===== src/shared/mem_seq_pkg.sv =====
// constants shared by the memory operation sequencer
package mem_seq_pkg;
   // system bus field widths and axi address width
   localparam int DEST_W = 4;
   localparam int SRC_W  = 3;
   localparam int OP_W   = 2;
   localparam int DATA_W = 16;
   localparam int AXI_AW = 4;

   // operation codes
   localparam logic [1:0] OP_NOP   = 2'h0;
   localparam logic [1:0] OP_WRITE = 2'h1;
   localparam logic [1:0] OP_READ  = 2'h2;
   localparam logic [1:0] OP_RSO   = 2'h3;

   // delay-line instants as timer ticks from operation start
   localparam logic [4:0] D4_TICK        = 5'h01;
   localparam logic [4:0] D11_TICK       = 5'h02;
   localparam logic [4:0] D14_TICK       = 5'h03;
   localparam logic [4:0] D16_TICK       = 5'h04;
   localparam logic [4:0] READ_DONE_TICK = 5'h04;
   localparam logic [4:0] READ_END_TICK  = 5'h06;
   localparam logic [4:0] RSO_END_TICK   = 5'h0A;
   localparam logic [4:0] WRITE_END_TICK = 5'h04;

   // write data-phase time-out
   localparam real CLOCK_PERIOD_NS      = 20.0;
   localparam real WRITE_TIMEOUT_MS     = 6.4;
   localparam int  WRITE_TIMEOUT_CYCLES = int'(WRITE_TIMEOUT_MS * 1.0e6 / CLOCK_PERIOD_NS);

   // register map
   localparam logic [3:0] CTRL_OFFSET   = 4'h0;
   localparam logic [3:0] STATUS_OFFSET = 4'h4;
   localparam int CTRL_MODNUM_LSB  = 0;
   localparam int CTRL_BOARD_LSB   = 8;
   localparam logic [3:0] MODNUM_RESET = 4'h0;
   localparam logic [1:0] BOARD_RESET  = 2'h0;
   localparam int STAT_BUSY_BIT    = 0;
   localparam int STAT_PERR_BIT    = 1;
   localparam int STAT_TMO_BIT     = 2;
   localparam int STAT_STATE_LSB   = 4;

   localparam logic [1:0] RESP_OKAY   = 2'h0;
   localparam logic [1:0] RESP_SLVERR = 2'h2;

   typedef enum {ST_IDLE, ST_WAIT_DATA, ST_RUN} seq_state_t;
endpackage


===== src/design/memory_module_op_sequencer.sv =====
// memory module operation sequencer with axi4-lite control registers

// Summary of operation
// RULE_01: three chip-select bits pick one of eight chip enables when board matches.
// RULE_02: address bits four to fifteen go to the array.
// RULE_03: read/write command reaches array only while write guard is high.
// RULE_04: array data drivers enabled from D4 to D14 on reads.
// RULE_05: data register captures array output from D4 to D11.
// RULE_06: bus receivers disabled while read data is captured.
// RULE_07: first counted clock with priority and free bus drops busy, sets enable.
// RULE_08: one clock after enable, data-out sets and drives data register.
// RULE_09: return carries destination, source, no-op code and control parity.
// RULE_10: destination is the requester, source is this module.
// RULE_11: write code 01 stores sixteen data bits plus check bit.
// RULE_12: requester sends addressing phase then data phase for writes.
// RULE_13: requester sends no-op code 00 during the write data phase.
// RULE_14: armed write aborts to no-op without data phase in 6.4 ms.
// RULE_15: data phase accepted only on matching codes; starts write, cancels time-out.
// RULE_16: write data locked and presented to array after the match.
// RULE_17: data-phase control or data parity error pulls parity error low, no no-op.
// RULE_18: read-set-ones returns word like a read then writes all ones.
// RULE_19: read-set-ones switches to write at D14, data input ones at D16.
// RULE_20: no-op returns no data.
// RULE_21: address-phase parity no-op still runs read timing, drivers stay off; the code enables the array drivers from D4 to D14 for a no-op too.
// RULE_22: no-op blocks the enable flag so nothing is driven.
// RULE_23: start only when destination equals module number; latch address, show busy.
// RULE_24: odd parity check of address; error flags and forces no-op.
// RULE_25: read completes within four counted clocks, waits while bus busy.
// RULE_26: delay-line instants modelled as timer counts from operation start.
module memory_module_op_sequencer #(
   parameter int TIMEOUT_CYCLES = mem_seq_pkg::WRITE_TIMEOUT_CYCLES
) (
   // clock and reset
   input  wire logic                             clock_i,
   input  wire logic                             rst_b_i,
   // system bus inputs
   input  wire logic                             bus_valid_i,
   input  wire logic [mem_seq_pkg::DEST_W-1:0]   destination_code_i,
   input  wire logic [mem_seq_pkg::SRC_W-1:0]    source_code_i,
   input  wire logic [mem_seq_pkg::OP_W-1:0]     operation_code_i,
   input  wire logic [mem_seq_pkg::DATA_W-1:0]   module_data_lines_i,
   input  wire logic                             address_parity_line_i,
   input  wire logic                             control_parity_bit_i,
   input  wire logic                             bus_priority_i,
   input  wire logic                             bus_busy_i,
   // module level controls
   input  wire logic                             bank_bit_raw_n_i,
   input  wire logic                             write_guard_n_i,
   input  wire logic                             timeout_arm_i,
   // system bus outputs
   output logic                                  ready_busy_o,
   output logic                                  enable_o,
   output logic                                  data_out_o,
   output logic                                  bus_rx_enable_o,
   output logic [mem_seq_pkg::DATA_W-1:0]        module_data_lines_o,
   output logic [mem_seq_pkg::DEST_W-1:0]        destination_code_o,
   output logic [mem_seq_pkg::SRC_W-1:0]         source_code_o,
   output logic [mem_seq_pkg::OP_W-1:0]          operation_code_o,
   output logic                                  control_parity_bit_o,
   output logic                                  parity_error_n_o,
   output logic                                  idle_op_n_o,
   // memory array
   input  wire logic [mem_seq_pkg::DATA_W:0]     array_data_i,
   output logic [7:0]                            chip_enable_o,
   output logic [11:0]                           array_addr_o,
   output logic                                  read_write_select_o,
   output logic                                  array_read_strobe_n_o,
   output logic                                  array_drv_en_o,
   output logic                                  array_data_in_en_o,
   output logic [mem_seq_pkg::DATA_W:0]          array_data_o,
   // axi4-lite slave
   input  wire logic                             s_axi_awvalid,
   output logic                                  s_axi_awready,
   input  wire logic [mem_seq_pkg::AXI_AW-1:0]   s_axi_awaddr,
   input  wire logic                             s_axi_wvalid,
   output logic                                  s_axi_wready,
   input  wire logic [31:0]                      s_axi_wdata,
   input  wire logic [3:0]                       s_axi_wstrb,
   output logic                                  s_axi_bvalid,
   input  wire logic                             s_axi_bready,
   output logic [1:0]                            s_axi_bresp,
   input  wire logic                             s_axi_arvalid,
   output logic                                  s_axi_arready,
   input  wire logic [mem_seq_pkg::AXI_AW-1:0]   s_axi_araddr,
   output logic                                  s_axi_rvalid,
   input  wire logic                             s_axi_rready,
   output logic [31:0]                           s_axi_rdata,
   output logic [1:0]                            s_axi_rresp
);
   import mem_seq_pkg::*;

   // odd parity: true when the word plus its parity bit holds an odd count
   function automatic logic odd_ok(input logic [DATA_W:0] bits);
      odd_ok = ^bits;
   endfunction

   // sequencer state
   seq_state_t              state;
   logic [4:0]              tick;
   logic [OP_W-1:0]         op_r;
   logic [DEST_W-1:0]       dest_r;
   logic [SRC_W-1:0]        src_r;
   logic [DATA_W-1:0]       addr_r;
   logic [DATA_W:0]         data_r;
   logic                    ret_pending;
   logic                    tmo_armed;
   logic [19:0]             tmo_cnt;
   // control registers
   logic [DEST_W-1:0]       modnum;
   logic [1:0]              board_sel;
   logic                    perr_flag;
   logic                    tmo_flag;
   logic                    aw_held;
   logic                    w_held;
   logic [AXI_AW-1:0]       aw_addr_r;
   logic [31:0]             w_data_r;
   logic [3:0]              w_strb_r;

   // incoming transmission decode
   wire logic               dest_hit   = bus_valid_i && (destination_code_i == modnum);
   wire logic               addr_perr  = !odd_ok({module_data_lines_i, address_parity_line_i});
   wire logic               ctl_perr   = !(^{destination_code_i, source_code_i, operation_code_i,
                                             control_parity_bit_i});
   wire logic               start      = (state == ST_IDLE) && dest_hit;                      // RULE_23
   wire logic               start_err  = addr_perr || ctl_perr;                               // RULE_24
   wire logic [OP_W-1:0]    start_op   = start_err ? OP_NOP : operation_code_i;                // RULE_21
   wire logic               phase_hit  = (state == ST_WAIT_DATA) && bus_valid_i &&
                                         (destination_code_i == dest_r) &&
                                         (source_code_i == src_r);                            // RULE_15
   wire logic               data_perr  = !odd_ok({module_data_lines_i, address_parity_line_i});
   wire logic               tmo_fire   = (state == ST_WAIT_DATA) && tmo_armed && !phase_hit &&
                                         (tmo_cnt == 20'(TIMEOUT_CYCLES - 1));                 // RULE_14

   // timing windows in ticks of the operation timer
   wire logic               is_readish = (op_r == OP_READ) || (op_r == OP_RSO) || (op_r == OP_NOP);
   wire logic               in_run     = (state == ST_RUN);
   wire logic               win_drv    = in_run && is_readish &&
                                         (tick >= D4_TICK) && (tick < D14_TICK);               // RULE_04
   wire logic               win_cap    = in_run && is_readish &&
                                         (tick >= D4_TICK) && (tick < D11_TICK);               // RULE_05
   wire logic [4:0]         end_tick   = (op_r == OP_RSO)   ? RSO_END_TICK :
                                         (op_r == OP_WRITE) ? WRITE_END_TICK : READ_END_TICK;  // RULE_26
   wire logic               timer_end  = in_run && (tick >= end_tick);
   wire logic               wr_mode    = (state == ST_WAIT_DATA) || (in_run && op_r == OP_WRITE) ||
                                         (in_run && op_r == OP_RSO && tick >= D14_TICK);       // RULE_19
   wire logic               data_in    = (in_run && op_r == OP_WRITE) ||
                                         (in_run && op_r == OP_RSO && tick >= D16_TICK);       // RULE_19
   wire logic               can_return = in_run && ret_pending && !enable_o && !data_out_o &&
                                         (tick >= READ_DONE_TICK) &&
                                         bus_priority_i && !bus_busy_i;                       // RULE_25
   wire logic               op_done    = timer_end && !ret_pending && !enable_o && !data_out_o;

   // next values for the array and bus outputs
   wire logic               board_hit      = ({addr_r[0], !bank_bit_raw_n_i} == board_sel);
   wire logic               array_active   = (state != ST_IDLE);
   wire logic [7:0]         next_chip_en   = (array_active && board_hit) ?
                                             8'(8'h01 << addr_r[3:1]) : 8'h00;                 // RULE_01
   wire logic               next_rw_sel    = wr_mode && write_guard_n_i;                       // RULE_03
   wire logic               next_strobe_n  = !(in_run && write_guard_n_i);                     // RULE_21
   wire logic [DATA_W:0]    next_arr_data  = (op_r == OP_RSO) ? {(DATA_W+1){1'b1}} : data_r;   // RULE_18
   wire logic               next_ctl_par   = !(^{src_r, modnum[SRC_W-1:0], OP_NOP});           // RULE_09
   wire logic               dphase_err     = phase_hit && (ctl_perr || data_perr);             // RULE_17
   wire logic               any_perr       = (start && start_err) || dphase_err;

   // sequencer state machine
   always_ff @(posedge clock_i) begin
      if (!rst_b_i) begin
         state <= ST_IDLE;
         op_r  <= OP_NOP;
         tick  <= 5'h00;
      end else begin
         unique case (state)
            ST_IDLE: begin
               if (start) begin
                  op_r  <= start_op;
                  tick  <= 5'h00;
                  state <= (start_op == OP_WRITE) ? ST_WAIT_DATA : ST_RUN;
               end
            end
            ST_WAIT_DATA: begin
               if (phase_hit) begin
                  tick  <= 5'h00;
                  state <= ST_RUN;                                                           // RULE_15
               end else if (tmo_fire) begin
                  op_r  <= OP_NOP;
                  tick  <= 5'h00;
                  state <= ST_RUN;                                                           // RULE_14
               end
            end
            ST_RUN: begin
               if (!timer_end) begin
                  tick <= tick + 5'h01;
               end
               if (op_done) begin
                  state <= ST_IDLE;
               end
            end
         endcase
      end
   end

   // latched request fields; codes kept for the data-phase comparison
   always_ff @(posedge clock_i) begin
      if (!rst_b_i) begin
         dest_r <= '0;
         src_r  <= '0;
         addr_r <= '0;
      end else if (start) begin
         dest_r <= destination_code_i;
         src_r  <= source_code_i;
         addr_r <= module_data_lines_i;                                                     // RULE_23
      end
   end

   // data register: read capture window or write data lock
   always_ff @(posedge clock_i) begin
      if (!rst_b_i) begin
         data_r <= '0;
      end else if (phase_hit) begin
         data_r <= {module_data_lines_i, address_parity_line_i};                            // RULE_16
      end else if (win_cap) begin
         data_r <= array_data_i;                                                            // RULE_05
      end
   end

   // write time-out counter, runs only while armed and waiting
   always_ff @(posedge clock_i) begin
      if (!rst_b_i) begin
         tmo_armed <= 1'b0;
         tmo_cnt   <= 20'h00000;
      end else if (start && start_op == OP_WRITE) begin
         tmo_armed <= timeout_arm_i;                                                        // RULE_14
         tmo_cnt   <= 20'h00000;
      end else if (phase_hit || tmo_fire) begin
         tmo_armed <= 1'b0;                                                                 // RULE_15
      end else if (tmo_armed) begin
         tmo_cnt   <= tmo_cnt + 20'h00001;
      end
   end

   // read return: busy drop with enable, then data-out for one clock
   always_ff @(posedge clock_i) begin
      if (!rst_b_i) begin
         ret_pending  <= 1'b0;
         ready_busy_o <= 1'b0;
         enable_o     <= 1'b0;
         data_out_o   <= 1'b0;
      end else begin
         if (start) begin
            ready_busy_o <= 1'b1;                                                           // RULE_23
            ret_pending  <= (start_op == OP_READ) || (start_op == OP_RSO);                   // RULE_22
         end else if (can_return) begin
            ready_busy_o <= 1'b0;                                                           // RULE_07
            ret_pending  <= 1'b0;
         end else if (op_done) begin
            ready_busy_o <= 1'b0;
         end
         enable_o   <= can_return;                                                          // RULE_07
         data_out_o <= enable_o;                                                            // RULE_08
      end
   end

   // registered bus drive; fields only meaningful while data-out is high
   always_ff @(posedge clock_i) begin
      if (!rst_b_i) begin
         module_data_lines_o  <= '0;
         destination_code_o   <= '0;
         source_code_o        <= '0;
         operation_code_o     <= OP_NOP;
         control_parity_bit_o <= 1'b0;
         bus_rx_enable_o      <= 1'b1;
         parity_error_n_o     <= 1'b1;
         idle_op_n_o          <= 1'b1;
      end else begin
         module_data_lines_o  <= enable_o ? data_r[DATA_W:1] : '0;                          // RULE_08
         destination_code_o   <= enable_o ? DEST_W'(src_r) : '0;                            // RULE_10
         source_code_o        <= enable_o ? SRC_W'(modnum) : '0;                            // RULE_10
         operation_code_o     <= OP_NOP;                                                    // RULE_09
         control_parity_bit_o <= enable_o ? next_ctl_par : 1'b0;                            // RULE_09
         bus_rx_enable_o      <= !win_cap;                                                  // RULE_06
         parity_error_n_o     <= !any_perr;                                                 // RULE_17
         idle_op_n_o          <= !(in_run && op_r == OP_NOP);                               // RULE_20
      end
   end

   // registered array drive
   always_ff @(posedge clock_i) begin
      if (!rst_b_i) begin
         chip_enable_o         <= 8'h00;
         array_addr_o          <= 12'h000;
         read_write_select_o   <= 1'b0;
         array_read_strobe_n_o <= 1'b1;
         array_drv_en_o        <= 1'b0;
         array_data_in_en_o    <= 1'b0;
         array_data_o          <= '0;
      end else begin
         chip_enable_o         <= next_chip_en;                                             // RULE_01
         array_addr_o          <= addr_r[15:4];                                             // RULE_02
         read_write_select_o   <= next_rw_sel;                                              // RULE_03
         array_read_strobe_n_o <= next_strobe_n;
         array_drv_en_o        <= win_drv;                                                  // RULE_04
         array_data_in_en_o    <= data_in && write_guard_n_i;                               // RULE_11
         array_data_o          <= next_arr_data;                                            // RULE_18
      end
   end

   // axi write side: address and data taken in either order
   wire logic               wr_go     = aw_held && w_held && !s_axi_bvalid;
   wire logic               wr_ctrl   = wr_go && (aw_addr_r == CTRL_OFFSET);
   wire logic               wr_status = wr_go && (aw_addr_r == STATUS_OFFSET);
   wire logic               wr_known  = wr_ctrl || wr_status;

   always_ff @(posedge clock_i) begin
      if (!rst_b_i) begin
         aw_held      <= 1'b0;
         w_held       <= 1'b0;
         aw_addr_r    <= '0;
         w_data_r     <= 32'h00000000;
         w_strb_r     <= 4'h0;
         s_axi_bvalid <= 1'b0;
         s_axi_bresp  <= RESP_OKAY;
      end else begin
         if (s_axi_awvalid && s_axi_awready) begin
            aw_held   <= 1'b1;
            aw_addr_r <= s_axi_awaddr;
         end else if (wr_go) begin
            aw_held   <= 1'b0;
         end
         if (s_axi_wvalid && s_axi_wready) begin
            w_held   <= 1'b1;
            w_data_r <= s_axi_wdata;
            w_strb_r <= s_axi_wstrb;
         end else if (wr_go) begin
            w_held   <= 1'b0;
         end
         if (wr_go) begin
            s_axi_bvalid <= 1'b1;
            s_axi_bresp  <= wr_known ? RESP_OKAY : RESP_SLVERR;
         end else if (s_axi_bready) begin
            s_axi_bvalid <= 1'b0;
         end
      end
   end

   // each ready only while its own channel holds nothing and no response waits, so one write is in flight
   assign s_axi_awready = !aw_held && !s_axi_bvalid;
   assign s_axi_wready  = !w_held && !s_axi_bvalid;

   // control register and sticky status; a new event wins over a clear
   always_ff @(posedge clock_i) begin
      if (!rst_b_i) begin
         modnum    <= MODNUM_RESET;
         board_sel <= BOARD_RESET;
         perr_flag <= 1'b0;
         tmo_flag  <= 1'b0;
      end else begin
         if (wr_ctrl && w_strb_r[0]) begin
            modnum <= w_data_r[CTRL_MODNUM_LSB +: DEST_W];
         end
         if (wr_ctrl && w_strb_r[1]) begin
            board_sel <= w_data_r[CTRL_BOARD_LSB +: 2];
         end
         perr_flag <= any_perr || (perr_flag && !(wr_status && w_strb_r[0] && w_data_r[STAT_PERR_BIT]));
         tmo_flag  <= tmo_fire || (tmo_flag && !(wr_status && w_strb_r[0] && w_data_r[STAT_TMO_BIT]));
      end
   end

   // axi read side
   wire logic [31:0]        ctrl_word   = {22'h000000, board_sel, 4'h0, modnum};
   wire logic [31:0]        status_word = {26'h0000000, 2'(state), 1'b0, tmo_flag, perr_flag, ready_busy_o};
   wire logic               rd_ctrl     = (s_axi_araddr == CTRL_OFFSET);
   wire logic               rd_status   = (s_axi_araddr == STATUS_OFFSET);

   always_ff @(posedge clock_i) begin
      if (!rst_b_i) begin
         s_axi_rvalid <= 1'b0;
         s_axi_rdata  <= 32'h00000000;
         s_axi_rresp  <= RESP_OKAY;
      end else if (s_axi_arvalid && s_axi_arready) begin
         s_axi_rvalid <= 1'b1;
         s_axi_rdata  <= rd_ctrl ? ctrl_word : (rd_status ? status_word : 32'h00000000);
         s_axi_rresp  <= (rd_ctrl || rd_status) ? RESP_OKAY : RESP_SLVERR;
      end else if (s_axi_rready) begin
         s_axi_rvalid <= 1'b0;
      end
   end

   assign s_axi_arready = !s_axi_rvalid;
endmodule


===== config.mk =====
export PLATFORM = sky130hd
export DESIGN_NAME = memory_module_op_sequencer
export DESIGN_NICKNAME = d
export VERILOG_FILES = /design/src/shared/mem_seq_pkg.sv /design/src/design/memory_module_op_sequencer.sv
export SDC_FILE = /design/constraint.sdc
export NUM_CORES = 1
export LEC_CHECK = 0
export BUFFER_PORTS_ARGS = -buffer_cell sky130_fd_sc_hd__buf_2
export CORE_UTILIZATION = 56
export CTS_CLUSTER_DIAMETER = 50
export DETAILED_ROUTE_END_ITERATION = 8
export PLACE_DENSITY_LB_ADDON = 0.05
export SKIP_LAST_GASP = 1
export SLEW_MARGIN = 20
export SYNTH_ARGS = -nofsm -noshare
export SYNTH_HDL_FRONTEND = slang
export SYNTH_SLANG_ARGS = --single-unit
export TNS_END_PERCENT = 30

===== constraint.sdc =====
create_clock -name clock_i -period 4.9 [get_ports clock_i]
set_clock_uncertainty 0.1 [all_clocks]
set_input_delay 0.735 -clock clock_i [delete_from_list [all_inputs] [get_ports clock_i]]
set_output_delay 0.735 -clock clock_i [all_outputs]
set_load 0.05 [all_outputs]

# Word-level counts from Yosys, hierarchy flattened
# Cells that the tools add are included.
# word_totals
regBits,236
input_bits,101
out_inout_bits,114
word_cells,222
# op_classes
n_addsub,2
order_cmp,6
n_eq_ne,23
shift,1
n_mux,39
bitwise_logic,2
n_reduce_logical,107
# ops
cell,n
two-way mux 32 bit,4
case mux 32 bit (3 select lines),1
== test 32 x 2 -> 1 bit (second input constant),2
logical NOT 32 bit,2
two-way mux 17 bit,3
logical AND 1 bit,50
== test 32 x 1 -> 1 bit (second input constant),1
== test 32 x 3 -> 1 bit (second input constant),1
nonzero test 32 bit,1
adder 20 x 1 -> 20 bit (second input constant),1
== test 20 x 19 -> 1 bit (second input constant),1
two-way mux 5 bit,4
logical NOT 1 bit,19
parity 17 bit,1
two-way mux 2 bit,8
nonzero test 2 bit,8
case mux 5 bit (3 select lines),1
two-way mux 1 bit,14
logical OR 1 bit,13
less-than comparator 5 x 2 -> 1 bit (second input constant),2
two-way mux 10 bit,1
!= test 2 bit (second input constant),5
parity 10 bit,1
== test 2 bit (second input constant),4
other kinds (24),32

# Logic depth before layout (Yosys ltp)
# Gate-level depths: netlist (run 1).
# depth
depth_word,11
depth_mapped,12
depth_no_buf,8

# Worst setup path after synthesis (run 1)
# Ideal clock, no wire load.
# synth_path
kind,input-to-reg
startpoint,input port module_data_lines_i[13] (netlist bit)
endpoint,register tmo_cnt[10]
setup_ns,0.117
arrival_ns,2.213
t_required_ns,4.683
setup_slack_ns,2.469
path_stages,7
n_path_buf,1
path_cell_list,xor2_1 xnor2_1 xnor3_1 xnor2_1 o41ai_1 buf_2 nor2_1
# synth_via
elab_chain_len,7
# synth_rtl
item,line_no,text
start: declaration,memory_module_op_sequencer.sv:41,"input wire logic [mem_seq_pkg::DATA_W-1:0] module_data_lines_i,"
parity 17 bit,memory_module_op_sequencer.sv:94,odd_ok = ^bits;
logical NOT 1 bit,memory_module_op_sequencer.sv:121,"wire logic addr_perr = !odd_ok({module_data_lines_i, address_parity_line_i});"
logical OR 1 bit,memory_module_op_sequencer.sv:125,wire logic start_err = addr_perr || ctl_perr;
two-way mux 2 bit,memory_module_op_sequencer.sv:126,wire logic [OP_W-1:0] start_op = start_err ? OP_NOP : operation_code_i;
== test 2 x 1 -> 1 bit,memory_module_op_sequencer.sv:231,end else if (start && start_op == OP_WRITE) begin
logical AND 1 bit,memory_module_op_sequencer.sv:231,
OR reduction 2 bit (no source line),-,
end signal: assignment,memory_module_op_sequencer.sv:237,tmo_cnt <= tmo_cnt + 20'h00001;
end: declaration,memory_module_op_sequencer.sv:107,logic [19:0] tmo_cnt;
# No other way between the ends.
# A chain may end at the register's enable or synchronous reset.

# Worst setup path in the final report (run 1)
# layout_path
startpoint,register state[1]
endpoint,register data_r[2]
# layout_via
elab_chain_len,5
word_cells_on_any_way,10
classes_between,2 x eq/ne; 1 x mux; 7 x reduce/logical
# layout_rtl
item,line_no,text
start: declaration,memory_module_op_sequencer.sv:98,seq_state_t state;
start signal: assignment,memory_module_op_sequencer.sv:177,state <= (start_op == OP_WRITE) ? ST_WAIT_DATA : ST_RUN;
== test 32 x 2 -> 1 bit or == test 32 x 3 -> 1 bit (tied branches),"memory_module_op_sequencer.sv:127, memory_module_op_sequencer.sv:136",
"logical AND 1 bit, on equally long branches (2 in a row)","memory_module_op_sequencer.sv:127, memory_module_op_sequencer.sv:139",
"logical AND 1 bit, on equally long branches","memory_module_op_sequencer.sv:128, memory_module_op_sequencer.sv:140",
two-way mux 17 bit or nonzero test 2 bit (tied branches),-,
end signal: assignment,memory_module_op_sequencer.sv:220,"data_r <= {module_data_lines_i, address_parity_line_i};"
end signal: assignment,memory_module_op_sequencer.sv:222,data_r <= array_data_i;
end: declaration,memory_module_op_sequencer.sv:104,logic [DATA_W:0] data_r;
# Several ways; a longest one is shown, not always the timed one.

==> results.ini, run 1 <==
[clock_tree]
tritoncts = yes
htreeDepth = 4
clkTransAtPathRegs_ps = 70
cts_buffer_depth = 2
clock-sinks = 175
clkLatencyLatePin_ps = 430
cts_buffers = 17
cts-root-buf = clkbuf_16
cts_setup_buffers = 0
ctsHoldBuffers = 0
cts_resized = 0

[pwr]
swShare = 0.272
p_seq_frac = 0.452
power_frac_clock = 0.411
p_switching_mw = 0.896
irDropWorstVdd_mv = 0.273
pwr_density_cell_nw_per_um2 = 384
p_leak_nw = 3.66
intPower_mw = 2.39
pwr-share-comb = 0.137

[min_path]
min_path_type = reg2reg

[detailed_routing]
vias = 6110
drt-initial-drc-count = 471
routed_wl_um = 17200
dr.pass1.iters = 5
wl_per_cell_um = 15.0
drtAntennaViolNets = 0
drc = 0
via_per_inst = 5.34

[finish]
finalInstanceArea_um2 = 8570
drive_gt1_frac = 0.205
num-fill-cells = 1036
finalNonFillerCells = 1145
post-route-util = 0.682
area_delta_synth_final_pct = 18.7
n_antenna_cell = 0
fin_nets = 1069

[placement]
placed_cells = 1113
dp_hpwl_um = 12200
portBuffers = 157
dpl_cell_area_um2 = 7970
gp_congestion = 0.856
post-place-ws_ps = 1310

[synth]
synth_xor_area_frac = 0.0759
syn_area_per_cell_um2 = 8.73
ys_types = 56
async_flop_share = 0
synth_edf_count = 0
syn_inst = 827
synth_top_family_by_area = simple AND/OR/NAND/NOR gates
synth_area_um2 = 7220
ys_seq_area_frac = 0.485
ys_warn_count = 0
synth_fa_ha_area_frac = 0.0139
synth_top_area_share = 0.485
yosys_most_used_dff = dfxtp_1
synth-simple-area-share = 0.248
synth-seq-cells = 175
synthTopCellsByCount = dfxtp_1 (175), nand2_1 (117), nor2_1 (107)
synth.most_common_cell = dfxtp_1
synth_area_leaders = dfxtp_1 (49%), nand2_1 (6.1%), nor2_1 (5.6%)
synthMuxAreaShare = 0.0236
synth_compound_gate_area_share = 0.0889
yosys.area.top_type = dfxtp_1

[setup_path]
critPathKind = reg2reg
start_kind = flop
crit_path_max_incr_delay_ps = 820
crit_family = simple AND/OR/NAND/NOR gates
path_cells = inv_1 -> ha_1 -> nand2_1 -> nor4_1 -> and2_1 -> a21o_1 -> nor2_1 -> a311oi_1
cp-end-kind = flop
cp_num_buf_inv = 1
required_ps = 5130
cp.arrival_ps = 3770
slowest_stage = and2_1
crit_fanout = 34

[global_routing]
grt_max_degree = 56
groute.usage.overall = 0.264
antenna_found_initial = 0
grt_pass1_vias = 5636
grt_pass1_wl_um = 27100
overflow = 0

[timing]
slew_headroom = 0.330
setup-tns-final_ps = 0
tightest_slew_ps = 1000
setup-violations-final = 0
period_share = 0.723
hold_viol_final = 0
maxSlewViolCount = 0
fmax_mhz = 282
setup_slack_ps = 1360
layout_min_cycle_time_ps = 3540
rsz0062_at_grt = false

[floorplanning]
core_um2 = 12600
start_util = 0.574
dieArea_um2 = 13300
core.rowCount = 41
io_pins = 215
die_w_um = 116
die_h_um = 116

[status]
status = completed

[job]
cap_violations = 0

flip-flops by register name (all words and copies together), names as in the netlist, 3 cells and up:
register	flops
tick	5
array_addr_o	12
src_r	3
module_data_lines_o	16
chip_enable_o	8
source_code_o	3
tmo_cnt	20
w_data_r	6
s_axi_rdata	8
data_r	17
addr_r	16
dest_r	4
aw_addr_r	4
destination_code_o	3
array_data_o	17
modnum	4
final timing paths:
kind | startpoint | to | slack, ps | cells after the start
min reg2reg | addr_r[8] | array_addr_o[4] | 350 | 1
max | state[1] | data_r[2] | 1360 | 8
max reg2reg | state[1] | data_r[2] | 1360 | 8
min | addr_r[8] | array_addr_o[4] | 350 | 1
metal layers:
| metal | global-route usage | up-vias | wire length, µm |
|---|---|---|---|
| li1 | - | 3010 | - |
| met1 | 0.335 | 2870 | 7810 |
| met2 | 0.440 | 203 | 8120 |
| met3 | 0.0575 | 27 | 951 |
| met4 | 0.104 | 0 | 307 |
| met5 | 0 | - | 0 |
power groups by stage:
stage | combinational [mW] | sequential (mW) | clock (mW)
after floorplan | 0.310 | 1.54 | 0
after global placement | 0.441 | 1.51 | 0
after detailed placement | 0.449 | 1.52 | 0
after CTS | 0.451 | 1.49 | 1.37
after global routing | 0.487 | 1.49 | 1.43
final | 0.450 | 1.49 | 1.35
cells in the final DEF (no fill, tap or decap), types with 17 or more instances in the layout:
cell type,n
a21oi_1,50
a311oi_1,17
and2_1,17
and3_1,28
buf_2,157
clkbuf_16,17
conb_1,29
dfxtp_1,175
mux2i_1,17
nand2_1,117
nand3_1,31
nor2_1,107
xnor2_1,35
xor2_1,25
cells by family (layout without fill, tap and decap cells):
logic type / Yosys count / after routing
AOI/OAI and AO/OA: 98 / 98
xor gates and xnor gates: 61 / 61
adders and majority gates: 8 / 8
buffers and inverters: 90 / 208
DFF: 175 / 175
muxes: 17 / 17
other: 1 / 29
and+or+nand+nor: 377 / 377
cell type report:
type | instances | area (µm²) | share of cell area
Clock buffer | 22 | 474 | 0.0554
Clock inverter | 10 | 124 | 0.0145
Inverter | 14 | 52.6 | 0.00613
Multi-Input combinational cell | 590 | 3370 | 0.394
Sequential cell | 175 | 3500 | 0.409
Tap cell | 172 | 215 | 0.0251
Timing Repair Buffer | 162 | 823 | 0.0961
metrics by stage:
step	power, mW	hold slack [ps]
2_1_floorplan	1.85	330
3_3_place_gp	1.96	335
3_5_place_dp	1.97	337
4_1_cts	3.31	350
5_1_grt	3.41	375
6_report	3.29	350
No activity file was read; power rests on OpenSTA's default activity.
==> inputs of run 2 (changes only) <==
Settings changed: CORE_UTILIZATION 56 to 52.
Clock period 4.9 ns to 3.5 ns, I/O delays scaled along.
==> results.ini, run 2 (synthesized netlist as in run 1, its figures left out) <==
[setup_path]
crit_path_max_incr_delay_ps = 530
start_kind = flop
cp-end-kind = flop
path_cells = inv_1 -> ha_1 -> nand2_1 -> nor4_2 -> a22oi_2 -> a21o_1 -> or4_1 -> a21oi_1
crit_family = simple AND/OR/NAND/NOR gates
crit_fanout = 10
slowest_stage = or4_1
cp.arrival_ps = 2940
cp_num_buf_inv = 1
critPathKind = reg2reg
required_ps = 3750

[floorplanning]
core.rowCount = 42
die_h_um = 120
start_util = 0.539
dieArea_um2 = 14400
die_w_um = 120
core_um2 = 13400
io_pins = 215

[global_routing]
grt_pass1_wl_um = 27400
antenna_found_initial = 2
grt_pass1_vias = 5507
overflow = 0
groute.usage.overall = 0.243
grt_max_degree = 55

[timing]
hold_viol_final = 0
tightest_slew_ps = 935
fmax_mhz = 372
setup-violations-final = 0
maxSlewViolCount = 0
rsz0062_at_grt = false
setup-tns-final_ps = 0
layout_min_cycle_time_ps = 2690
slew_headroom = 0.376
period_share = 0.768

[finish]
fin_nets = 1076
reg_top3 = tmo_cnt: 20 flops, array_data_o: 17 flops, data_r: 17 flops
mostFrequentLayoutCells = dfxtp_1 (175), buf_2 (157), nand2_1 (117), nor2_1 (107), a21oi_1 (50)
num-fill-cells = 1171
area_delta_synth_final_pct = 20.1
largest_register_ffs = 20
drive_gt1_frac = 0.212
final_common_cell = dfxtp_1
largest-register = tmo_cnt

[clock_tree]
cts-root-buf = clkbuf_16
htreeDepth = 4
clock-sinks = 175
cts_buffers = 17
clkLatencyLatePin_ps = 430
cts_setup_buffers = 0
tritoncts = yes
clkTransAtPathRegs_ps = 70
ctsHoldBuffers = 0
cts_buffer_depth = 2
cts_resized = 0

[placement]
portBuffers = 157
gp_congestion = 0.859
dp_hpwl_um = 12300

[pwr]
p_leak_nw = 3.71
irDropWorstVdd_mv = 0.344
pwr_density_cell_nw_per_um2 = 545
finalPower_mw = 4.72

[min_path]
min_path_type = in2reg

[detailed_routing]
dr.pass1.iters = 4
wl_per_cell_um = 14.8
drc = 0
drt-initial-drc-count = 399
via_per_inst = 5.26
vias = 6081
drtAntennaViolNets = 0
routed_wl_um = 17100

[job]
cap_violations = 0

[status]
status = completed

[run 2: cell type report]
cell class	count	area, µm²	area share
Clock inverter	14	196	0.0227
Timing Repair Buffer	169	876	0.101
Sequential cell	175	3500	0.404
Tap cell	176	220	0.0254
Clock buffer	18	439	0.0507
Inverter	14	52.6	0.00606
Antenna cell	1	2.50	0.000289
Multi-Input combinational cell	590	3370	0.389
[run 2: power breakdown]
part	leakage, nW	switching (mW)	total, mW	internal [mW]
clock network	0.307	0.841	2.02	1.17
registers	1.41	0.0395	2.08	2.04
logic	1.99	0.431	0.628	0.197
[run 2: stage by stage]
| step | hold slack (ps) | setup slack [ps] | cells | util | area, µm² |
|---|---|---|---|---|---|
| floorplan | 330 | 1200 | 855 | - | 7320 |
| global placement | 338 | 895 | 1124 | 0.599 | 8030 |
| detailed placement | 342 | 848 | 1124 | 0.599 | 8030 |
| CTS | 162 | 818 | 1156 | 0.646 | 8660 |
| global route | 173 | 623 | 1157 | 0.647 | 8660 |
| finish | 179 | 811 | 1157 | 0.647 | 8660 |
[run 2: worst reg2reg max path, stage by stage, from the launching register on]
cell,delay [ps]
dfxtp_1,350
inv_1,110
ha_1,390
nand2_1,160
nor4_2,400
a22oi_2,110
a21o_1,300
or4_1,530
a21oi_1,160
[run 2: final timing paths]
path	slack, ps	startpoint	endpoint	depth (start not counted)
max	810	state[1]	tick[3]	8
min	180	s_axi_rready	s_axi_rvalid	2
max reg2reg	810	state[1]	tick[3]	8
min reg2reg	350	addr_r[11]	addr_r[11]	2
[run 2: layer usage]
layer,track usage,up-vias,routed length [µm]
met2,0.376,219,7690
met5,0,-,0
met4,0.0969,0,341
met1,0.331,2809,8020
li1,-,3027,-
met3,0.0528,26,1020
==> inputs of run 3 (changes only) <==
Settings changed: CORE_UTILIZATION 52 to 47.
Clock period 3.5 ns to 2.3 ns, I/O delays scaled along.
==> results.ini, run 3 (synthesized netlist as in run 1, its figures left out) <==
[clock_tree]
clock-sinks = 175
cts_buffer_depth = 2
cts_buffers = 17
clkLatencyLatePin_ps = 430
clkTransAtPathRegs_ps = 60
cts-root-buf = clkbuf_16
htreeDepth = 4
tritoncts = yes

[detailed_routing]
drt-initial-drc-count = 325
via_per_inst = 5.10
drc = 0
drtAntennaViolNets = 0
wl_per_cell_um = 15.0
routed_wl_um = 18100
vias = 6166
dr.pass1.iters = 5

[finish]
reg_top3 = tmo_cnt: 20 flops, array_data_o: 17 flops, data_r: 17 flops
multi_input_area_um2 = 3470
fin_nets = 1119
mostFrequentLayoutCells = dfxtp_1 (172), buf_2 (157), nand2_1 (117), nor2_1 (107), buf_4 (53)
post-route-util = 0.613
regArea_um2 = 3510
largest-register = tmo_cnt
drive_gt1_frac = 0.260
area_delta_synth_final_pct = 25.3
final_common_cell = dfxtp_1
largest_register_ffs = 20
num-fill-cells = 1298

[min_path]
holdPathStages = 2
min_path_type = in2reg

[setup_path]
cp.arrival_ps = 2590
path_cells = nand2b_4 -> ha_4 -> nor2b_4 -> o31ai_4 -> a21oi_2 -> o31a_1 -> buf_4 -> or4_4 -> a21oi_2
crit_fanout = 6
slowest_stage = or4_4
cp_common_cell = a21oi_2
crit_path_max_incr_delay_ps = 410
cp-end-kind = flop
required_ps = 2560
cp_num_buf_inv = 1
crit_cells = 9
start_kind = flop
crit_family = compound AO/OA/AOI/OAI gates
r2r_cells = 9
critPathKind = reg2reg

[timing]
setup_slack_ps = -28.4
timing.hold.ws_ps = 32.4
maxSlewViolCount = 0
setup-tns-final_ps = -28.4
setup-violations-final = 1
fmax_mhz = 429
slew_headroom = 0.602
rsz0062_at_grt = true
tightest_slew_ps = 591
period_share = 1.01
layout_min_cycle_time_ps = 2330
hold_viol_final = 0

[global_routing]
grt_pass1_vias = 5738
grt_pass1_wl_um = 28900
groute.usage.overall = 0.230
antenna_found_initial = 2
grt_max_degree = 38
overflow = 0

[floorplanning]
start_util = 0.489
die_w_um = 126
core_um2 = 14800
dieArea_um2 = 15900
core.rowCount = 44
io_pins = 215
die_h_um = 126

[pwr]
p_leak_nw = 3.92
pwr_density_cell_nw_per_um2 = 776
irDropWorstVdd_mv = 0.540
finalPower_mw = 7.02

[status]
status = complete, but fails checks
violations = setup timing

[job]
cap_violations = 0

[placement]
gp_congestion = 0.806
dp_hpwl_um = 13300
post-place-ws_ps = -143
portBuffers = 157

==> run 3: cell types whose count changed in the layout (fill, tap and decap cells not counted), moves of 2 or more <==
cell,previous run,this run
a21oi_1,50,48
a21oi_2,0,2
and2_1,17,15
buf_4,12,53
bufinv_16,3,0
clkbuf_8,1,3
dfxtp_1,175,172
dfxtp_2,0,2
ha_1,8,5
ha_4,0,2
inv_8,5,2
==> run 3: layout make-up <==
| class | instances | share of cell area |
|---|---|---|
| flip-flops and latches | 175 | 0.388 |
| multi-input cells | 590 | 0.384 |
| repair buffers | 212 | 0.134 |
| clock buffers | 21 | 0.0520 |
| well taps | 184 | 0.0255 |
| clock inverters | 11 | 0.0105 |
| inverters | 14 | 0.00581 |
| diodes | 1 | 0.000277 |
==> run 3: repair_timing <==
item,in CTS,in global routing
buffers inserted,0,2
resized for setup,4,19
pin swaps,1,4
setup endpoints to repair,15,22
hold buffers,1,0
endpoints found under the hold margin,1,0
==> run 3: layer usage <==
layer | up-vias | global-route usage | wire length [µm]
li1 | 3104 | - | -
met4 | 0 | 0.0836 | 325
met3 | 23 | 0.0569 | 1040
met2 | 209 | 0.356 | 8170
met5 | - | 0 | 0
met1 | 2830 | 0.311 | 8540
==> run 3: path summary, 6_finish.rpt <==
kind	endpoint	start	slack [ps]
worst max-delay path	tick[0]	op_r[1]	-30
worst min-delay path	array_read_strobe_n_o	write_guard_n_i	30
worst max register to register	tick[0]	op_r[1]	-30
worst min register to register	array_addr_o[5]	addr_r[9]	350
==> run 3: worst reg2reg max path: stages, from the launching register on <==
cell and delay, ps:
dfxtp_2 320, nand2b_4 150, ha_4 210, nor2b_4 130, o31ai_4 230, a21oi_2 70
o31a_1 350, buf_4 170, or4_4 410, a21oi_2 130
==> run 3: per-stage QoR <==
stage,instances,instance area [µm²]
final,1208,9040
after global routing,1208,9040
after CTS,1205,8940
after detailed placement,1172,8350
after global placement,1172,8350
after floorplan,855,7320
==> run 3: report_power, final <==
group / switching, mW / leakage [nW] / internal, mW
Clock: 1.24 / 0.275 / 1.50
Combinational: 0.718 / 2.23 / 0.416
Sequential: 0.0501 / 1.42 / 3.10
Total: 2.00 / 3.92 / 5.02
